[src/hdl/cds_pkg.sv]
package cds_pkg;

   // frame geometry
   localparam int FRAME_BITS = 16;
   localparam int CRC_BITS = 8;
   localparam int CRC_FRAME_BITS = 24;
   localparam int CNT_BITS = 5;
   localparam logic [7:0] CRC_POLY = 8'h07;
   localparam logic [7:0] CRC_INIT = 8'h00;

   // link edges, counted from the frame start
   localparam logic [4:0] ADDR_CHECK_EDGE = 5'h04;
   localparam logic [4:0] SDO_START_EDGE = 5'h05;
   localparam logic [4:0] CNT_SHORT = 5'h10;
   localparam logic [4:0] CNT_LONG = 5'h18;
   localparam logic [4:0] CNT_MAX = 5'h1f;

   // write frame field positions
   localparam int POS_ADDR_HI = 15;
   localparam int POS_ADDR_LO = 13;
   localparam int POS_RW = 12;
   localparam int POS_RANGE_HI = 10;
   localparam int POS_RANGE_LO = 7;
   localparam int POS_CLEAR_LEVEL_SELECT = 6;
   localparam int POS_DRIVE = 5;
   localparam int POS_CLEAR = 4;
   localparam int POS_SENSE = 3;
   localparam int POS_RESET = 2;

   // valid range codes
   localparam logic [3:0] RANGE_4_20 = 4'h0;
   localparam logic [3:0] RANGE_0_24 = 4'h2;
   localparam logic [3:0] RANGE_4_20_OVR = 4'hd;
   localparam logic [3:0] RANGE_0_24_OVR = 4'hf;

   typedef enum logic [2:0] {
      RNG_INVALID,
      RNG_4_20,
      RNG_0_24,
      RNG_3P92_20P4,
      RNG_0_24P5
   } cds_range_t;

   // output_control_word settings
   typedef struct packed {
      logic [3:0] rangeCode;
      logic clear_level_select;
      logic driveEn;
      logic swClear;
      logic senseSel;
   } cds_ctrl_t;

   localparam cds_ctrl_t CTRL_RST = '0;

   typedef struct packed {
      logic pecErr;
      logic overTemp;
      logic openLoop;
   } cds_status_t;

   // every pin that crosses into the clk domain
   typedef struct packed {
      logic sclk;
      logic sync;
      logic sdi;
      logic hwSel;
      logic clearPin;
      logic clrSelPin;
      logic openLoop;
      logic overTemp;
      logic senseSelPin;
      logic [3:0] rangePin;
      logic [2:0] addrStrap;
   } cds_pins_t;

endpackage

[src/hdl/cds_serial_ctrl.sv]
`timescale 1ns/1ps
`default_nettype none

module cds_serial_ctrl (
   input wire logic clk,
   input wire logic sys_rst,
   input wire cds_pkg::cds_pins_t pins,
   output logic sdoOut,
   output logic sdoOe,
   output logic faultOut,
   output logic faultOe,
   output logic openLoopAlarmOut,
   output logic openLoopAlarmOe,
   output logic thermalAlarmOut,
   output logic thermalAlarmOe,
   output logic driveEnable,
   output logic clearActive,
   output logic clearToMid,
   output logic [3:0] rangeCode,
   output logic senseResistorSelect,
   output cds_pkg::cds_range_t rangeKind,
   output cds_pkg::cds_status_t statusFlags
);
   import cds_pkg::*;

   ////////////////////////////////////////////////////////////////////
   // pin synchronisers

   cds_pins_t meta_r, pin_r;
   logic sclkD_r, syncD_r;

   always_ff @(posedge clk) begin
      if (sys_rst) begin
         // strobe starts at its idle level so no false edge follows reset
         meta_r <= '{sync: 1'b1, default: '0};
         pin_r <= '{sync: 1'b1, default: '0};
         sclkD_r <= 1'b0;
         syncD_r <= 1'b1;
      end else begin
         meta_r <= pins;
         pin_r <= meta_r;
         sclkD_r <= pin_r.sclk;
         syncD_r <= pin_r.sync;
      end
   end

   logic sclkRise, syncRise, syncFall, frameOn, hwMode;
   assign sclkRise = pin_r.sclk && !sclkD_r;
   assign syncRise = pin_r.sync && !syncD_r;
   assign syncFall = !pin_r.sync && syncD_r;
   assign frameOn = !pin_r.sync && !syncFall;
   assign hwMode = pin_r.hwSel;

   ////////////////////////////////////////////////////////////////////
   // frame shifter

   logic [CRC_FRAME_BITS-1:0] shift_r, shift_nxt;
   logic [CNT_BITS-1:0] bitCnt_r;

   assign shift_nxt = {shift_r[CRC_FRAME_BITS-2:0], pin_r.sdi};

   always_ff @(posedge clk) begin
      if (sys_rst || syncFall) begin
         shift_r <= '0;
         bitCnt_r <= '0;
      end else if (frameOn && sclkRise) begin
         shift_r <= shift_nxt;
         if (bitCnt_r != CNT_MAX)
            bitCnt_r <= bitCnt_r + 5'h01;
      end
   end

   ////////////////////////////////////////////////////////////////////
   // control word and status

   cds_ctrl_t ctrl_r;
   cds_status_t status_r;
   logic softRst_r;

   // frame decode at the strobe rise; short frames sit in the low bits
   logic [FRAME_BITS-1:0] word;
   logic [CRC_BITS-1:0] crcCalc;
   logic longFrame, sizeOk, addrHit, crcOk, commit, crcFail, isRead;

   assign longFrame = bitCnt_r == CNT_LONG;
   assign sizeOk = longFrame || bitCnt_r == CNT_SHORT;
   assign word = longFrame ? shift_r[CRC_FRAME_BITS-1:CRC_BITS] :
                 shift_r[FRAME_BITS-1:0];
   assign addrHit = word[POS_ADDR_HI:POS_ADDR_LO] == pin_r.addrStrap;
   assign crcOk = !longFrame || crcCalc == shift_r[CRC_BITS-1:0];
   assign commit = syncRise && sizeOk && addrHit && crcOk;
   assign crcFail = syncRise && longFrame && addrHit && !crcOk;
   assign isRead = commit && word[POS_RW] && !hwMode;

   cds_crc8 #(
      .DATA_BITS(FRAME_BITS)
   ) crcUnit (
      .data(word),
      .crc(crcCalc)
   );

   // reset bit applied one cycle after the frame so the frame itself ends cleanly
   always_ff @(posedge clk) begin
      if (sys_rst)
         softRst_r <= 1'b0;
      else
         softRst_r <= commit && word[POS_RESET];
   end

   always_ff @(posedge clk) begin
      if (sys_rst || softRst_r) begin
         ctrl_r <= CTRL_RST;
      end else if (commit) begin
         // read frames write too
         ctrl_r.rangeCode <= word[POS_RANGE_HI:POS_RANGE_LO];
         ctrl_r.clear_level_select <= word[POS_CLEAR_LEVEL_SELECT];
         ctrl_r.driveEn <= word[POS_DRIVE];
         ctrl_r.swClear <= word[POS_CLEAR];
         ctrl_r.senseSel <= word[POS_SENSE];
      end
   end

   // fault flags from the output stage are live; only the crc flag sticks
   always_ff @(posedge clk) begin
      if (sys_rst || softRst_r) begin
         status_r <= '0;
      end else begin
         status_r.openLoop <= pin_r.openLoop;
         status_r.overTemp <= pin_r.overTemp;
         if (crcFail)
            status_r.pecErr <= 1'b1;
         else if (isRead)
            status_r.pecErr <= 1'b0;
      end
   end

   ////////////////////////////////////////////////////////////////////
   // readback

   logic readHit_r, sdoOut_r, sdoOe_r;
   logic [FRAME_BITS-1:0] readSh_r;
   logic [FRAME_BITS-1:0] readWord;
   logic [3:0] hdr;

   assign hdr = shift_nxt[3:0];
   assign readWord = {pin_r.addrStrap, 1'b1, 1'b0, ctrl_r.rangeCode, ctrl_r.clear_level_select,
                      ctrl_r.driveEn, ctrl_r.senseSel, status_r.pecErr,
                      status_r.overTemp, status_r.openLoop, 1'b0};

   always_ff @(posedge clk) begin
      if (sys_rst || syncRise || syncFall) begin
         readHit_r <= 1'b0;
         readSh_r <= '0;
         sdoOut_r <= 1'b0;
         sdoOe_r <= 1'b0;
      end else if (frameOn && sclkRise) begin
         if (bitCnt_r == ADDR_CHECK_EDGE - 5'h01) begin
            // header complete on this edge: address, then read flag
            readHit_r <= hdr[3:1] == pin_r.addrStrap && hdr[0] && !hwMode;
            readSh_r <= readWord;
         end else if (bitCnt_r == SDO_START_EDGE - 5'h01 && readHit_r) begin
            sdoOe_r <= 1'b1;
            sdoOut_r <= readSh_r[FRAME_BITS-1];
            readSh_r <= {readSh_r[FRAME_BITS-2:0], 1'b0};
         end else if (sdoOe_r) begin
            sdoOut_r <= readSh_r[FRAME_BITS-1];
            readSh_r <= {readSh_r[FRAME_BITS-2:0], 1'b0};
         end
      end
   end

   ////////////////////////////////////////////////////////////////////
   // effective configuration and pins

   logic [3:0] rangeEff;
   logic senseEff;
   cds_range_t rangeKind_r;
   logic [3:0] rangeCode_r;
   logic sense_r, drive_r, clear_r, clrMid_r;
   logic faultOe_r, openOe_r, thermOe_r;

   assign rangeEff = hwMode ? pin_r.rangePin : ctrl_r.rangeCode;
   assign senseEff = hwMode ? pin_r.senseSelPin : ctrl_r.senseSel;

   // unused codes decode to invalid; host must avoid them
   function automatic cds_range_t decodeRange(logic [3:0] code, logic internal);
      cds_range_t k;
      k = RNG_INVALID;
      unique case (code)
         RANGE_4_20: k = RNG_4_20;
         RANGE_0_24: k = RNG_0_24;
         RANGE_4_20_OVR: k = internal ? RNG_3P92_20P4 : RNG_INVALID;
         RANGE_0_24_OVR: k = internal ? RNG_0_24P5 : RNG_INVALID;
         default: k = RNG_INVALID;
      endcase
      return k;
   endfunction

   always_ff @(posedge clk) begin
      if (sys_rst) begin
         rangeKind_r <= RNG_4_20;
         rangeCode_r <= CTRL_RST.rangeCode;
         sense_r <= CTRL_RST.senseSel;
      end else begin
         rangeKind_r <= decodeRange(rangeEff, senseEff);
         rangeCode_r <= rangeEff;
         sense_r <= senseEff;
      end
   end

   // clear select is the or of pin and bit
   always_ff @(posedge clk) begin
      if (sys_rst) begin
         drive_r <= 1'b0;
         clear_r <= 1'b0;
         clrMid_r <= 1'b0;
      end else begin
         drive_r <= ctrl_r.driveEn;
         clear_r <= ctrl_r.swClear || pin_r.clearPin;
         clrMid_r <= ctrl_r.clear_level_select || pin_r.clrSelPin;
      end
   end

   always_ff @(posedge clk) begin
      if (sys_rst) begin
         faultOe_r <= 1'b0;
         openOe_r <= 1'b0;
         thermOe_r <= 1'b0;
      end else begin
         faultOe_r <= !hwMode && (status_r != '0);
         openOe_r <= hwMode && pin_r.openLoop;
         thermOe_r <= hwMode && pin_r.overTemp;
      end
   end

   assign sdoOut = sdoOut_r;
   assign sdoOe = sdoOe_r;
   assign faultOut = 1'b0;
   assign faultOe = faultOe_r;
   assign openLoopAlarmOut = 1'b0;
   assign openLoopAlarmOe = openOe_r;
   assign thermalAlarmOut = 1'b0;
   assign thermalAlarmOe = thermOe_r;
   assign driveEnable = drive_r;
   assign clearActive = clear_r;
   assign clearToMid = clrMid_r;
   assign rangeCode = rangeCode_r;
   assign senseResistorSelect = sense_r;
   assign rangeKind = rangeKind_r;
   assign statusFlags = status_r;

   ////////////////////////////////////////////////////////////////////
   // checks

   range_overrange_a:
   assert property (@(posedge clk) disable iff (sys_rst)
      (senseEff && rangeEff == RANGE_0_24_OVR) |=> rangeKind_r == RNG_0_24P5)
      else $error("overrange code not decoded");

   drive_off_reset_a:
   assert property (@(posedge clk) sys_rst ##1 !sys_rst |-> !drive_r ##1 !drive_r)
      else $error("drive enabled after reset");

   clear_level_a:
   assert property (@(posedge clk) disable iff (sys_rst)
      ctrl_r.clear_level_select |=> clrMid_r)
      else $error("clear level not midscale");

   soft_reset_a:
   assert property (@(posedge clk) disable iff (sys_rst)
      commit && word[POS_RESET] |=> ##1 ctrl_r == CTRL_RST && !status_r.pecErr)
      else $error("reset bit did not restore defaults");

   sdo_start_a:
   assert property (@(posedge clk) disable iff (sys_rst)
      $rose(sdoOe_r) |-> bitCnt_r == SDO_START_EDGE && !hwMode)
      else $error("data output enabled at wrong edge");

   sdo_release_a:
   assert property (@(posedge clk) disable iff (sys_rst)
      syncRise |=> !sdoOe_r [*2])
      else $error("data output not released at strobe rise");

   read_writes_a:
   assert property (@(posedge clk) disable iff (sys_rst)
      isRead && !word[POS_RESET] |=> ctrl_r.driveEn == $past(word[POS_DRIVE]))
      else $error("read frame did not write");

   addr_miss_a:
   assert property (@(posedge clk) disable iff (sys_rst || softRst_r)
      syncRise && !addrHit |=> $stable(ctrl_r))
      else $error("frame for another address acted on");

   crc_fail_a:
   assert property (@(posedge clk) disable iff (sys_rst)
      crcFail |=> status_r.pecErr ##1 (faultOe_r || hwMode))
      else $error("crc failure not flagged");

   pec_clear_a:
   assert property (@(posedge clk) disable iff (sys_rst)
      isRead && !crcFail |=> !status_r.pecErr)
      else $error("interface error not cleared by read");

   hw_alarm_a:
   assert property (@(posedge clk) disable iff (sys_rst)
      hwMode && pin_r.overTemp |=> thermOe_r && !faultOe_r)
      else $error("thermal alarm not asserted");

   fault_sw_only_a:
   assert property (@(posedge clk) disable iff (sys_rst)
      hwMode |=> !faultOe_r)
      else $error("shared fault driven in pin mode");

   open_alarm_a:
   assert property (@(posedge clk) disable iff (sys_rst)
      hwMode && pin_r.openLoop |=> openOe_r)
      else $error("open loop alarm not asserted");

   pin_range_a:
   assert property (@(posedge clk) disable iff (sys_rst)
      hwMode |=> rangeCode_r == $past(pin_r.rangePin) && sense_r == $past(pin_r.senseSelPin))
      else $error("pin mode range not taken from pins");

   sdo_idle_a:
   assert property (@(posedge clk) disable iff (sys_rst)
      !frameOn |=> !sdoOe_r)
      else $error("data output driven outside a frame");

   drive_write_a:
   assert property (@(posedge clk) disable iff (sys_rst)
      commit && !word[POS_DRIVE] |=> !ctrl_r.driveEn)
      else $error("drive left on after enable written 0");

endmodule // cds_serial_ctrl

`default_nettype wire

[src/hdl/cds_crc8.sv]
`timescale 1ns/1ps
`default_nettype none

module cds_crc8 #(
   parameter int DATA_BITS = 16
) (
   input wire logic [DATA_BITS-1:0] data,
   output logic [cds_pkg::CRC_BITS-1:0] crc
);
   import cds_pkg::*;

   // msb-first serial crc, unrolled by the loop
   always_comb begin
      logic fb;
      fb = 1'b0;
      crc = CRC_INIT;
      for (int i = DATA_BITS - 1; i >= 0; i--) begin
         fb = crc[7] ^ data[i];
         crc = {crc[6:0], 1'b0} ^ (fb ? CRC_POLY : 8'h00);
      end
   end

endmodule // cds_crc8

`default_nettype wire

[config.mk]
export PLATFORM = sky130hd
export DESIGN_NAME = cds_serial_ctrl
export DESIGN_NICKNAME = d
export VERILOG_FILES = /design/src/hdl/cds_pkg.sv /design/src/hdl/cds_serial_ctrl.sv /design/src/hdl/cds_crc8.sv
export SDC_FILE = /design/constraint.sdc
export NUM_CORES = 1
export LEC_CHECK = 0
export ABC_AREA = 1
export BUFFER_PORTS_ARGS = -buffer_cell sky130_fd_sc_hd__buf_2
export CORE_MARGIN = 1.5
export CORE_UTILIZATION = 27
export CTS_BUF_LIST = sky130_fd_sc_hd__clkbuf_4 sky130_fd_sc_hd__clkbuf_8 sky130_fd_sc_hd__clkbuf_16
export DETAILED_ROUTE_END_ITERATION = 6
export PLACE_DENSITY_LB_ADDON = 0.1
export SLEW_MARGIN = 20
export SYNTH_ARGS = -nofsm -noshare
export SYNTH_HDL_FRONTEND = slang
export SYNTH_HIERARCHICAL = 1
export SYNTH_SLANG_ARGS = --single-unit
[constraint.sdc]
create_clock -name clk -period 4.9 [get_ports clk]
set_input_delay 0.98 -clock clk [delete_from_list [all_inputs] [get_ports clk]]
set_output_delay 0.98 -clock clk [all_outputs]
set_load 0.1 [all_outputs]
==> impl_summary.log, run 1 <==
[metrics] routability-driven placement congestion ratio: 0.782
[metrics] total internal power: 1.31 mW
[metrics] power per unit of standard cell area: 315 nW/um2
[metrics] layout cells sized above 1: 12.9%
[metrics] flip-flop and latch count after synthesis: 107
[metrics] number of standard cells after synthesis: 674
[metrics] most numerous cell in the Yosys netlist: nand2_1
[metrics] per-instance average area after synthesis: 7.15 um2
[metrics] area share of the largest cell type after synthesis: 44.4%
[metrics] data required time at the worst endpoint: 5.15 ns
[metrics] Rows: 48
[metrics] DRT iter0 DRCs: 230
[metrics] detailed-router iteration count before antenna repair: 4
[metrics] first-pass GRT wire length: 19700 um
[metrics] unrepaired setup endpoints after global routing: false
[metrics] crit path max fanout: 22
[metrics] Startpoint Class: register
[metrics] area added between synthesis and finish: 13.9%
[metrics] fraction of registers with async set or reset after synthesis: 0%
[metrics] antenna violations before repair: 0
[metrics] NumNets Final: 722
[metrics] yosys warns: 6
[metrics] via count of the first global-routing pass: 3744
[metrics] net switching power figure: 0.418 mW
[metrics] GRT overflow: 0
[metrics] final number of hold-violating endpoints: 0
[metrics] TritonCTS sink count: 107
[metrics] Crit-path slowest cell: dfxtp_1
[metrics] clock tree buffer depth: 2
[metrics] antenna diode instance count: 0
[metrics] Clk Tree Root Cell: clkbuf_16
[metrics] area occupied by multi-input gates: 2160 um2
[metrics] setup clock skew after layout: 0.0114 ns
[metrics] Wirelength per Cell: 12.8 um
[metrics] Die X: 137 um
[metrics] initial cell density of the core: 27.8%
[metrics] area taken by flip-flops and latches: 2140 um2
[metrics] post-route setup TNS: 0 ns
[metrics] Netlist Area Pre-Place: 4820 um2
[metrics] TritonCTS clock tree: done
[metrics] CP dominant cell by count: nand2_1
[metrics] Worst IR Drop VDD: 143 uV
[metrics] CTS clock-pin slew for the worst setup and hold paths: 0.08 ns
[metrics] number of max-capacitance violations reported: 0
[metrics] share of the cycle needed by the critical path after routing: 78.7%
[metrics] list of most frequent post-synthesis cells: 131 x nand2_1, 107 x dfxtp_1, 100 x inv_1
[metrics] GRT Util Overall: 13.8%
[metrics] max_slew headroom: 36.4%
[metrics] DR vias: 3964
[metrics] final antenna-violating net count: 0
[metrics] status: completed
[metrics] relative contribution of combinational cells to total power: 5.2%
[metrics] library cell occupying the most area in the post-synthesis netlist: dfxtp_1
[metrics] die height: 137 um
[metrics] class of the most critical setup path: register to register
[metrics] I/O pins: 40
[metrics] most area-consuming cells after synthesis: dfxtp_1 44%, nand2_1 10%, inv_1 7.8%
[metrics] switching part of the total: 24.2%
[metrics] clock share of power: 43.3%
[metrics] core area: 17400 um2
[metrics] count of distinct cell types in the synthesized netlist: 36
[metrics] Port Buffer Count: 36
[metrics] number of remaining DRC errors: 0
[metrics] nature of the critical path endpoint: register
[metrics] worst slack at placement: 1.06 ns
[metrics] data arrival time at the worst-slack endpoint: 4.10 ns
[metrics] final setup violating endpoints: 0
[metrics] Top FF cell, synth: dfxtp_1
[metrics] worst slew pin tran: 0.954 ns
[metrics] number of synthesized flops with an enable pin: 0
[metrics] clock period minus final worst setup slack: 3.86 ns
[metrics] post-DR vias/cell: 4.26
[metrics] final-layout fill cell count: 1907
[metrics] post-CTS setup buffer count: 0
[metrics] final core utilization: 31.6%
[metrics] post-DP HPWL: 8860 um
[metrics] max frequency: 259 MHz
[metrics] deepest level of the CTS H-tree: 3
[metrics] Seq/Total Area, Yosys: 44.4%
[metrics] Leakage: 2.51 nW
[metrics] total wirelength of the detailed-routed design: 11900 um
[metrics] maximum number of pins on one net before global-route repair: 51
[metrics] class of the most critical hold timing path: register to register
[metrics] CTS buffer count: 9
[metrics] maximum cell stage delay along the critical path: 0.38 ns
[metrics] clock latency on the worst-skew pair: 0.35 ns
[metrics] Sequential Power Share: 51.5%
[metrics] final number of max-transition violations: 0
[metrics] area enclosed by the die boundary: 18700 um2
[metrics] Final WS setup: 1.04 ns
[metrics] number of gates given a new drive strength after cts: 0
[metrics] Hold Buf Count CTS: 0
## routing by layer
metal	vias to the layer above	track usage (%)	share of wire, %
li1	2145	-	-
met1	1763	19.2	53
met2	46	21.1	43
met3	10	2.78	2.7
met4	0	4.67	1.3
met5	-	0	0
## state kept, by name (all words and copies together), names as in the netlist, 3 cells and up
name,flops
statusFlags,3
readSh_r,15
meta_r,16
bitCnt_r,5
ctrl_r,8
pin_r,14
rangeCode,4
shift_r,24
rangeKind,3
## metrics by stage
stage | std cells | cell area (um2) | total power [mW] | hold WS [ns]
global placement | 915 | 5180 | 1.00 | 0.395
global route | 931 | 5490 | 1.81 | 0.428
detailed placement | 915 | 5180 | 1.00 | 0.392
finish | 931 | 5490 | 1.73 | 0.402
CTS | 931 | 5490 | 1.76 | 0.403
floorplan | 676 | 4830 | 0.982 | 0.388
## layout make-up
class                   count  area share [%]
multi-input cells         439            39.4
flip-flops and latches    107            39.0
inverters                 106            7.34
well taps                 225            5.13
clock buffers               9            4.10
repair buffers             38            3.55
clock inverters             7            1.48
## final timing paths
path / startpoint / to / slack [ns] / cells after the start
min: meta_r[15]$_SDFF_PP0_ / pin_r[15]$_SDFF_PP0_ / 0.40 / 2
max: bitCnt_r[0]$_SDFFE_PP0P_ / ctrl_r[4]$_SDFFE_PP0P_ / 1.04 / 29
min reg2reg: meta_r[15]$_SDFF_PP0_ / pin_r[15]$_SDFF_PP0_ / 0.40 / 2
max reg2reg: bitCnt_r[0]$_SDFFE_PP0P_ / ctrl_r[4]$_SDFFE_PP0P_ / 1.04 / 29
## layout by cell type (no fill, tap or decap), types with 6 or more instances in the layout
| master | count |
|---|---|
| xnor2_1 | 14 |
| o21ai_0 | 58 |
| nand2_4 | 6 |
| nand2_2 | 13 |
| a31oi_1 | 12 |
| nand2_1 | 131 |
| nand3_1 | 36 |
| clkbuf_16 | 9 |
| dfxtp_1 | 107 |
| buf_2 | 36 |
| inv_1 | 100 |
| nor3_1 | 6 |
| a21oi_1 | 31 |
| nor2_1 | 92 |
## power by group through the flow
stage	registers [mW]	logic, mW	clock network, mW
global placement	0.911	0.0901	0
CTS	0.891	0.0911	0.782
floorplan	0.926	0.0553	0
detailed placement	0.912	0.0911	0
finish	0.891	0.0897	0.749
global route	0.892	0.100	0.813
## critical path, delay by kind of cell (launching register included)
kind | cells | cell delay, ns
AOI/OAI and AO/OA | 3 | 0.60
adders and majority gates | 1 | 0.23
buffers and inverters | 5 | 0.49
DFF | 1 | 0.38
and+or+nand+nor | 20 | 2.02
## cells by family (layout without fill, tap and decap cells)
kind of cell               after synthesis  in the layout  synth area share (%)
muxes                                    5              5                  1.04
DFF                                    107            107                  44.4
xor gates and xnor gates                20             20                  3.79
AOI/OAI and AO/OA                      109            109                  12.0
other                                    1              3                0.0778
and+or+nand+nor                        299            299                  27.0
adders and majority gates                3              3                 0.779
buffers and inverters                  130            160                  10.8
Power figures use the tool's default switching activity.
==> run 2, diff against run 1 <==
==> constraint.sdc (replaced) <==
create_clock -name clk -period 3.59 [get_ports clk]
set_input_delay 0.718 -clock clk [delete_from_list [all_inputs] [get_ports clk]]
set_output_delay 0.718 -clock clk [all_outputs]
set_load 0.1 [all_outputs]
==> impl_summary.log, run 2 (synthesized netlist as in run 1, its figures left out) <==
[metrics] Port Buffer Count: 36 (unchanged)
[metrics] number of remaining DRC errors: 0 (unchanged)
[metrics] TritonCTS clock tree: done (unchanged)
[metrics] Worst IR Drop VDD: 322 uV (was 143 uV)
[metrics] detailed-router iteration count before antenna repair: 4 (unchanged)
[metrics] core area: 17400 um2 (unchanged)
[metrics] maximum number of pins on one net before global-route repair: 50 (was 51)
[metrics] share of the cycle needed by the critical path after routing: 92.0% (was 78.7%)
[metrics] non-filler instance count after layout: 945 (was 931)
[metrics] Rows: 48 (unchanged)
[metrics] GRT Util Overall: 14.1% (was 13.8%)
[metrics] class of the most critical hold timing path: register to register (unchanged)
[metrics] total wirelength of the detailed-routed design: 12300 um (was 11900 um)
[metrics] status: completed (unchanged)
[metrics] instance count after placement with tap cells included: 922 (was 915)
[metrics] routability-driven placement congestion ratio: 0.799 (was 0.782)
[metrics] power per unit of standard cell area: 418 nW/um2 (was 315 nW/um2)
[metrics] Clk Tree Root Cell: clkbuf_16 (unchanged)
[metrics] Wirelength per Cell: 13.0 um (was 12.8 um)
[metrics] post-DP HPWL: 9060 um (was 8860 um)
[metrics] max frequency: 303 MHz (was 259 MHz)
[metrics] Final WS setup: 0.287 ns (was 1.04 ns)
[metrics] clock tree buffer depth: 2 (unchanged)
[metrics] max_slew headroom: 45.2% (was 36.4%)
[metrics] Die X: 137 um (unchanged)
[metrics] max reg flops: 24 (unchanged)
[metrics] crit path max fanout: 9 (was 22)
[metrics] antenna violations before repair: 0 (unchanged)
[metrics] final setup violating endpoints: 0 (unchanged)
[metrics] worst slew pin tran: 0.819 ns (was 0.954 ns)
[metrics] setup clock skew after layout: 0.00634 ns (was 0.0114 ns)
[metrics] Met1 Routed Length: 6310 um (was 6250 um)
[metrics] Leakage: 2.60 nW (was 2.51 nW)
[metrics] clock latency on the worst-skew pair: 0.35 ns (about the same)
[metrics] TritonCTS sink count: 107 (unchanged)
[metrics] registers with the most flip-flops: shift_r x24, meta_r x16, readSh_r x15 (unchanged)
[metrics] post-DR vias/cell: 4.34 (was 4.26)
[metrics] Hold Buf Count CTS: 0 (unchanged)
[metrics] number of max-capacitance violations reported: 0 (unchanged)
[metrics] Startpoint Class: register (unchanged)
[metrics] layout cells sized above 1: 17.9% (was 12.9%)
[metrics] post-route setup TNS: 0 ns (unchanged)
[metrics] commonest cells after routing, fill and taps aside: 122 x nand2_1, 105 x dfxtp_1, 95 x inv_1, 91 x nor2_1, 47 x o21ai_0 (was 131 x nand2_1, 107 x dfxtp_1, 100 x inv_1, 92 x nor2_1, 58 x o21ai_0)
[metrics] DR vias: 4101 (was 3964)
[metrics] initial cell density of the core: 27.8% (unchanged)
[metrics] deepest level of the CTS H-tree: 3 (unchanged)
[metrics] via count of the first global-routing pass: 3937 (was 3744)
[metrics] data required time at the worst endpoint: 3.88 ns (was 5.15 ns)
[metrics] worst slack at placement: -0.0263 ns (was 1.06 ns)
[metrics] CTS buffer count: 9 (unchanged)
[metrics] DRT iter0 DRCs: 200 (was 230)
[metrics] class of the most critical setup path: register to register (unchanged)
[metrics] GRT overflow: 0 (unchanged)
[metrics] most common cell after layout, fill and taps aside: nand2_1 (unchanged)
[metrics] CTS clock-pin slew for the worst setup and hold paths: 0.08 ns (about the same)
[metrics] sum of met3 wire segment lengths after detailed routing: 363 um (was 320 um)
[metrics] final antenna-violating net count: 0 (unchanged)
[metrics] hold_ws: 0.404 ns (was 0.402 ns)
[metrics] die height: 137 um (unchanged)
[metrics] final number of hold-violating endpoints: 0 (unchanged)
[metrics] final core utilization: 33.2% (was 31.6%)
[metrics] DR top layer: met4 (unchanged)
[metrics] area enclosed by the die boundary: 18700 um2 (unchanged)
[metrics] final-layout fill cell count: 1864 (was 1907)
[metrics] met2 wire length: 5450 um (was 5150 um)
[metrics] NumNets Final: 736 (was 722)
[metrics] area added between synthesis and finish: 19.6% (was 13.9%)
[metrics] clock period minus final worst setup slack: 3.30 ns (was 3.86 ns)
[metrics] first-pass GRT wire length: 20200 um (was 19700 um)
[metrics] largest register by flop count: shift_r (unchanged)
[metrics] antenna diode instance count: 0 (unchanged)
[metrics] nature of the critical path endpoint: register (unchanged)
[metrics] I/O pins: 40 (unchanged)
[metrics] data arrival time at the worst-slack endpoint: 3.60 ns (was 4.10 ns)
[metrics] final number of max-transition violations: 0 (unchanged)
## run 2: stage by stage
step | instance area, um2 | power (mW)
after global routing | 5770 | 2.50
after global placement | 5240 | 1.37
after floorplan | 4830 | 1.34
after CTS | 5570 | 2.45
final | 5770 | 2.41
after detailed placement | 5240 | 1.37
## run 2: layout make-up
type / count / area (um2) / share of cell area, %
clock buffer: 10 / 239 / 4.14
clock inverter: 6 / 82.6 / 1.43
inverter: 106 / 415 / 7.20
multi-input combinational: 440 / 2280 / 39.6
sequential: 107 / 2140 / 37.2
tap: 225 / 282 / 4.88
timing repair buffer: 51 / 323 / 5.60
## run 2: worst paths after layout
| check | startpoint | to | slack, ns | depth (start not counted) |
|---|---|---|---|---|
| worst max-delay path | bitCnt_r[0]$_SDFFE_PP0P_ | ctrl_r[2]$_SDFFE_PP0P_ | 0.29 | 23 |
| worst min-delay path | meta_r[7]$_SDFF_PP0_ | pin_r[7]$_SDFF_PP0_ | 0.40 | 2 |
| worst max register to register | bitCnt_r[0]$_SDFFE_PP0P_ | ctrl_r[2]$_SDFFE_PP0P_ | 0.29 | 23 |
| worst min register to register | meta_r[7]$_SDFF_PP0_ | pin_r[7]$_SDFF_PP0_ | 0.40 | 2 |
## run 2: critical path, stage by stage, from the launching register on
cell      delay [ns]
dfxtp_2         0.34
inv_1           0.08
ha_2            0.20
nand2_1         0.07
inv_2           0.13
nand2_8         0.10
buf_12          0.16
o21ai_1         0.20
inv_2           0.13
xor2_1          0.24
nand2_1         0.14
nand2_2         0.13
nand2_2         0.06
nand3_1         0.07
nand2_1         0.09
xnor2_2         0.19
nand2_1         0.07
nor2_1          0.10
nand2_1         0.12
a21oi_4         0.26
nand2_4         0.12
clkinv_4        0.09
nor2_1          0.04
nor2_1          0.10
## run 2: metal layers
metal / track usage [%] / vias to the layer above
met5: 0 / -
met4: 4.49 / 0
met3: 2.89 / 11
met2: 21.8 / 49
met1: 19.5 / 1863
li1: - / 2178
## run 2: what timing repair did
action | in CTS | in global routing
cloned | 0 | 2
pin swaps | 0 | 9
setup endpoints to repair | 8 | 10
buffers inserted | 0 | 5
gates resized for setup | 3 | 47
## run 2: power by group
group / leakage (nW) / switching [mW] / internal (mW)
Clock: 0.154 / 0.489 / 0.577
Combinational: 1.57 / 0.0942 / 0.0326
Sequential: 0.871 / 0.00915 / 1.21
==> run 3, diff against run 2 <==
--- a/config.mk
+++ b/config.mk
@@ -11,6 +11,7 @@
 export CORE_UTILIZATION = 27
 export CTS_BUF_LIST = sky130_fd_sc_hd__clkbuf_4 sky130_fd_sc_hd__clkbuf_8 sky130_fd_sc_hd__clkbuf_16
 export DETAILED_ROUTE_END_ITERATION = 6
+export MAX_ROUTING_LAYER = met4
 export PLACE_DENSITY_LB_ADDON = 0.1
 export SLEW_MARGIN = 20
 export SYNTH_ARGS = -nofsm -noshare
==> constraint.sdc (replaced) <==
create_clock -name clk -period 3.59 [get_ports clk]
set_input_delay 0 -clock clk [delete_from_list [all_inputs] [get_ports clk]]
set_output_delay 0 -clock clk [all_outputs]
set_load 0.1 [all_outputs]
==> impl_summary.log, run 3 (synthesized netlist as in run 1, its figures left out) <==
[metrics] status: completed (unchanged)
[metrics] TritonCTS clock tree: done (unchanged)
[metrics] setup clock skew after layout: 0.00688 ns (was 0.00634 ns)
[metrics] power per unit of standard cell area: 406 nW/um2 (was 418 nW/um2)
[metrics] worst reg2reg endpoint: ctrl_r[6]$_SDFFE_PP0P_ (was ctrl_r[2]$_SDFFE_PP0P_)
[metrics] NumNets Final: 749 (was 736)
[metrics] non-filler instance count after layout: 958 (was 945)
[metrics] Startpoint Class: register (unchanged)
[metrics] Design Power: 2.39 mW (was 2.41 mW)
[metrics] first-pass GRT wire length: 19600 um (was 20200 um)
[metrics] post-DP HPWL: 9020 um (was 9060 um)
[metrics] GRT overflow: 0 (unchanged)
[metrics] most common cell after layout, fill and taps aside: nand2_1 (unchanged)
[metrics] core area: 17400 um2 (unchanged)
[metrics] detailed-router iteration count before antenna repair: 4 (unchanged)
[metrics] setup slack of the most critical reg-to-reg path: 0.30 ns (was 0.29 ns)
[metrics] clock tree buffer depth: 2 (unchanged)
[metrics] area occupied by multi-input gates: 2280 um2 (about the same)
[metrics] TritonCTS sink count: 107 (unchanged)
[metrics] Die X: 137 um (unchanged)
[metrics] Worst IR Drop VDD: 250 uV (was 322 uV)
[metrics] source of the worst register-to-register timing path: bitCnt_r[1]$_SDFFE_PP0P_ (was bitCnt_r[0]$_SDFFE_PP0P_)
[metrics] largest register by flop count: shift_r (unchanged)
[metrics] deepest level of the CTS H-tree: 3 (unchanged)
[metrics] total wirelength of the detailed-routed design: 12300 um (about the same)
[metrics] post-DR vias/cell: 4.32 (was 4.34)
[metrics] area added between synthesis and finish: 22.4% (was 19.6%)
[metrics] area taken by flip-flops and latches: 2140 um2 (unchanged)
[metrics] die height: 137 um (unchanged)
[metrics] Rows: 48 (unchanged)
[metrics] final antenna-violating net count: 0 (unchanged)
[metrics] Clk Tree Root Cell: clkbuf_16 (unchanged)
[metrics] final number of hold-violating endpoints: 0 (unchanged)
[metrics] antenna violations before repair: 0 (unchanged)
[metrics] data arrival time at the worst-slack endpoint: 3.54 ns (was 3.60 ns)
[metrics] registers with the most flip-flops: shift_r x24, meta_r x16, readSh_r x15 (unchanged)
[metrics] routability-driven placement congestion ratio: 0.803 (was 0.799)
[metrics] nature of the critical path endpoint: register (unchanged)
[metrics] DRT iter0 DRCs: 169 (was 200)
[metrics] final number of max-transition violations: 0 (unchanged)
[metrics] CTS clock-pin slew for the worst setup and hold paths: 0.08 ns (about the same)
[metrics] number of max-capacitance violations reported: 0 (unchanged)
[metrics] clock period minus final worst setup slack: 3.29 ns (was 3.30 ns)
[metrics] start point of the critical path: bitCnt_r[1]$_SDFFE_PP0P_ (was bitCnt_r[0]$_SDFFE_PP0P_)
[metrics] Port Buffer Count: 36 (unchanged)
[metrics] worst slew pin tran: 0.829 ns (was 0.819 ns)
[metrics] number of remaining DRC errors: 0 (unchanged)
[metrics] data required time at the worst endpoint: 3.84 ns (was 3.88 ns)
[metrics] DR vias: 4142 (was 4101)
[metrics] logic depth of the worst register-to-register path: 22 (was 23)
[metrics] max frequency: 304 MHz (was 303 MHz)
[metrics] initial cell density of the core: 27.8% (unchanged)
[metrics] max reg flops: 24 (unchanged)
[metrics] Wirelength per Cell: 12.9 um (was 13.0 um)
[metrics] hold_ws: 0.227 ns (was 0.404 ns)
[metrics] via count of the first global-routing pass: 3865 (was 3937)
[metrics] I/O pins: 40 (unchanged)
[metrics] instance count after placement with tap cells included: 921 (was 922)
[metrics] clock latency on the worst-skew pair: 0.35 ns (about the same)
[metrics] share of the cycle needed by the critical path after routing: 91.6% (was 92.0%)
[metrics] layout cells sized above 1: 17.3% (was 17.9%)
[metrics] GRT Util Overall: 14.0% (was 14.1%)
[metrics] Leakage: 2.64 nW (was 2.60 nW)
[metrics] class of the most critical setup path: register to register (unchanged)
[metrics] max_slew headroom: 44.8% (was 45.2%)
[metrics] final-layout fill cell count: 1857 (was 1864)
[metrics] antenna diode instance count: 0 (unchanged)
[metrics] CTS buffer count: 9 (unchanged)
[metrics] class of the most critical hold timing path: primary input to register (was register to register)
[metrics] crit path max fanout: 9 (unchanged)
[metrics] capture point of the critical path: ctrl_r[6]$_SDFFE_PP0P_ (was ctrl_r[2]$_SDFFE_PP0P_)
[metrics] commonest cells after routing, fill and taps aside: 121 x nand2_1, 105 x dfxtp_1, 96 x inv_1, 90 x nor2_1, 48 x o21ai_0 (was 122 x nand2_1, 105 x dfxtp_1, 95 x inv_1, 91 x nor2_1, 47 x o21ai_0)
[metrics] maximum number of pins on one net before global-route repair: 51 (was 50)
[metrics] area enclosed by the die boundary: 18700 um2 (unchanged)
[metrics] final setup violating endpoints: 0 (unchanged)
## run 3: timing repair
action,CTS,global route
pin swaps,0,5
endpoints found under the setup margin,5,10
gates resized for setup,1,48
hold buffers,16,0
buffers inserted,0,3
gates cloned,0,2
hold endpoints to repair,16,0
## run 3: worst min-delay path by stage
stage / start / endpoint / slack [ns] / depth (start not counted)
4_1_cts: sys_rst / meta_r[15]$_SDFF_PP0_ / 0.23 / 2
2_1_floorplan: pins[14] / meta_r[14]$_SDFF_PP1_ / 0.10 / 1
6_report: sys_rst / meta_r[11]$_SDFF_PP0_ / 0.23 / 2
5_1_grt: sys_rst / meta_r[15]$_SDFF_PP0_ / 0.27 / 2
3_3_place_gp: pins[14] / meta_r[14]$_SDFF_PP1_ / 0.19 / 2
3_5_place_dp: pins[14] / meta_r[14]$_SDFF_PP1_ / 0.20 / 2
## run 3: layer usage
layer / global-route usage [%] / up-vias / share of wire (%)
met3: 2.70 / 11 / 2.8
met4: 4.08 / 0 / 1.2
met2: 21.6 / 54 / 46
met5: - / - / 0
met1: 18.7 / 1879 / 50
li1: - / 2198 / -
## run 3: final cells by class
| type | instances | area share (%) |
|---|---|---|
| clock buffer | 9 | 3.82 |
| timing repair buffer | 64 | 7.80 |
| inverter | 106 | 7.00 |
| clock inverter | 7 | 1.57 |
| multi-input combinational | 440 | 38.7 |
| sequential | 107 | 36.3 |
| tap | 225 | 4.77 |
## run 3: critical path, cell delays in order (launching register included)
cell     delay (ns)
dfxtp_2        0.33
inv_1          0.10
ha_4           0.15
nand2_1        0.06
inv_2          0.13
nand2_8        0.10
buf_12         0.16
o21ai_1        0.20
inv_2          0.14
xnor2_2        0.17
xnor2_1        0.27
nand3_1        0.13
nand2_1        0.09
nand2_1        0.05
nand2_1        0.07
xnor2_1        0.12
nand2_1        0.08
nor2_1         0.14
nand2_2        0.09
a21oi_4        0.24
nand2_4        0.11
o21ai_0        0.19
nor2_1         0.05
## run 3: report_power, final
group	internal [mW]	switching (mW)	total, mW
sequential	1.21	0.00892	1.22
clock	0.560	0.480	1.04
combinational	0.0435	0.0957	0.139
total	1.81	0.585	2.39
## run 3: metrics by stage
stage	setup slack (ns)	instance area [um2]	TNS (ns)	utilization, %
after floorplan	0.466	4830	0	-
after global placement	0.0631	5230	0	30.1
after detailed placement	-0.0139	5230	-0.0273	30.1
after CTS	0.00139	5710	0	32.9
after global routing	-0.0546	5900	-0.116	34.0
final	0.301	5900	0	34.0
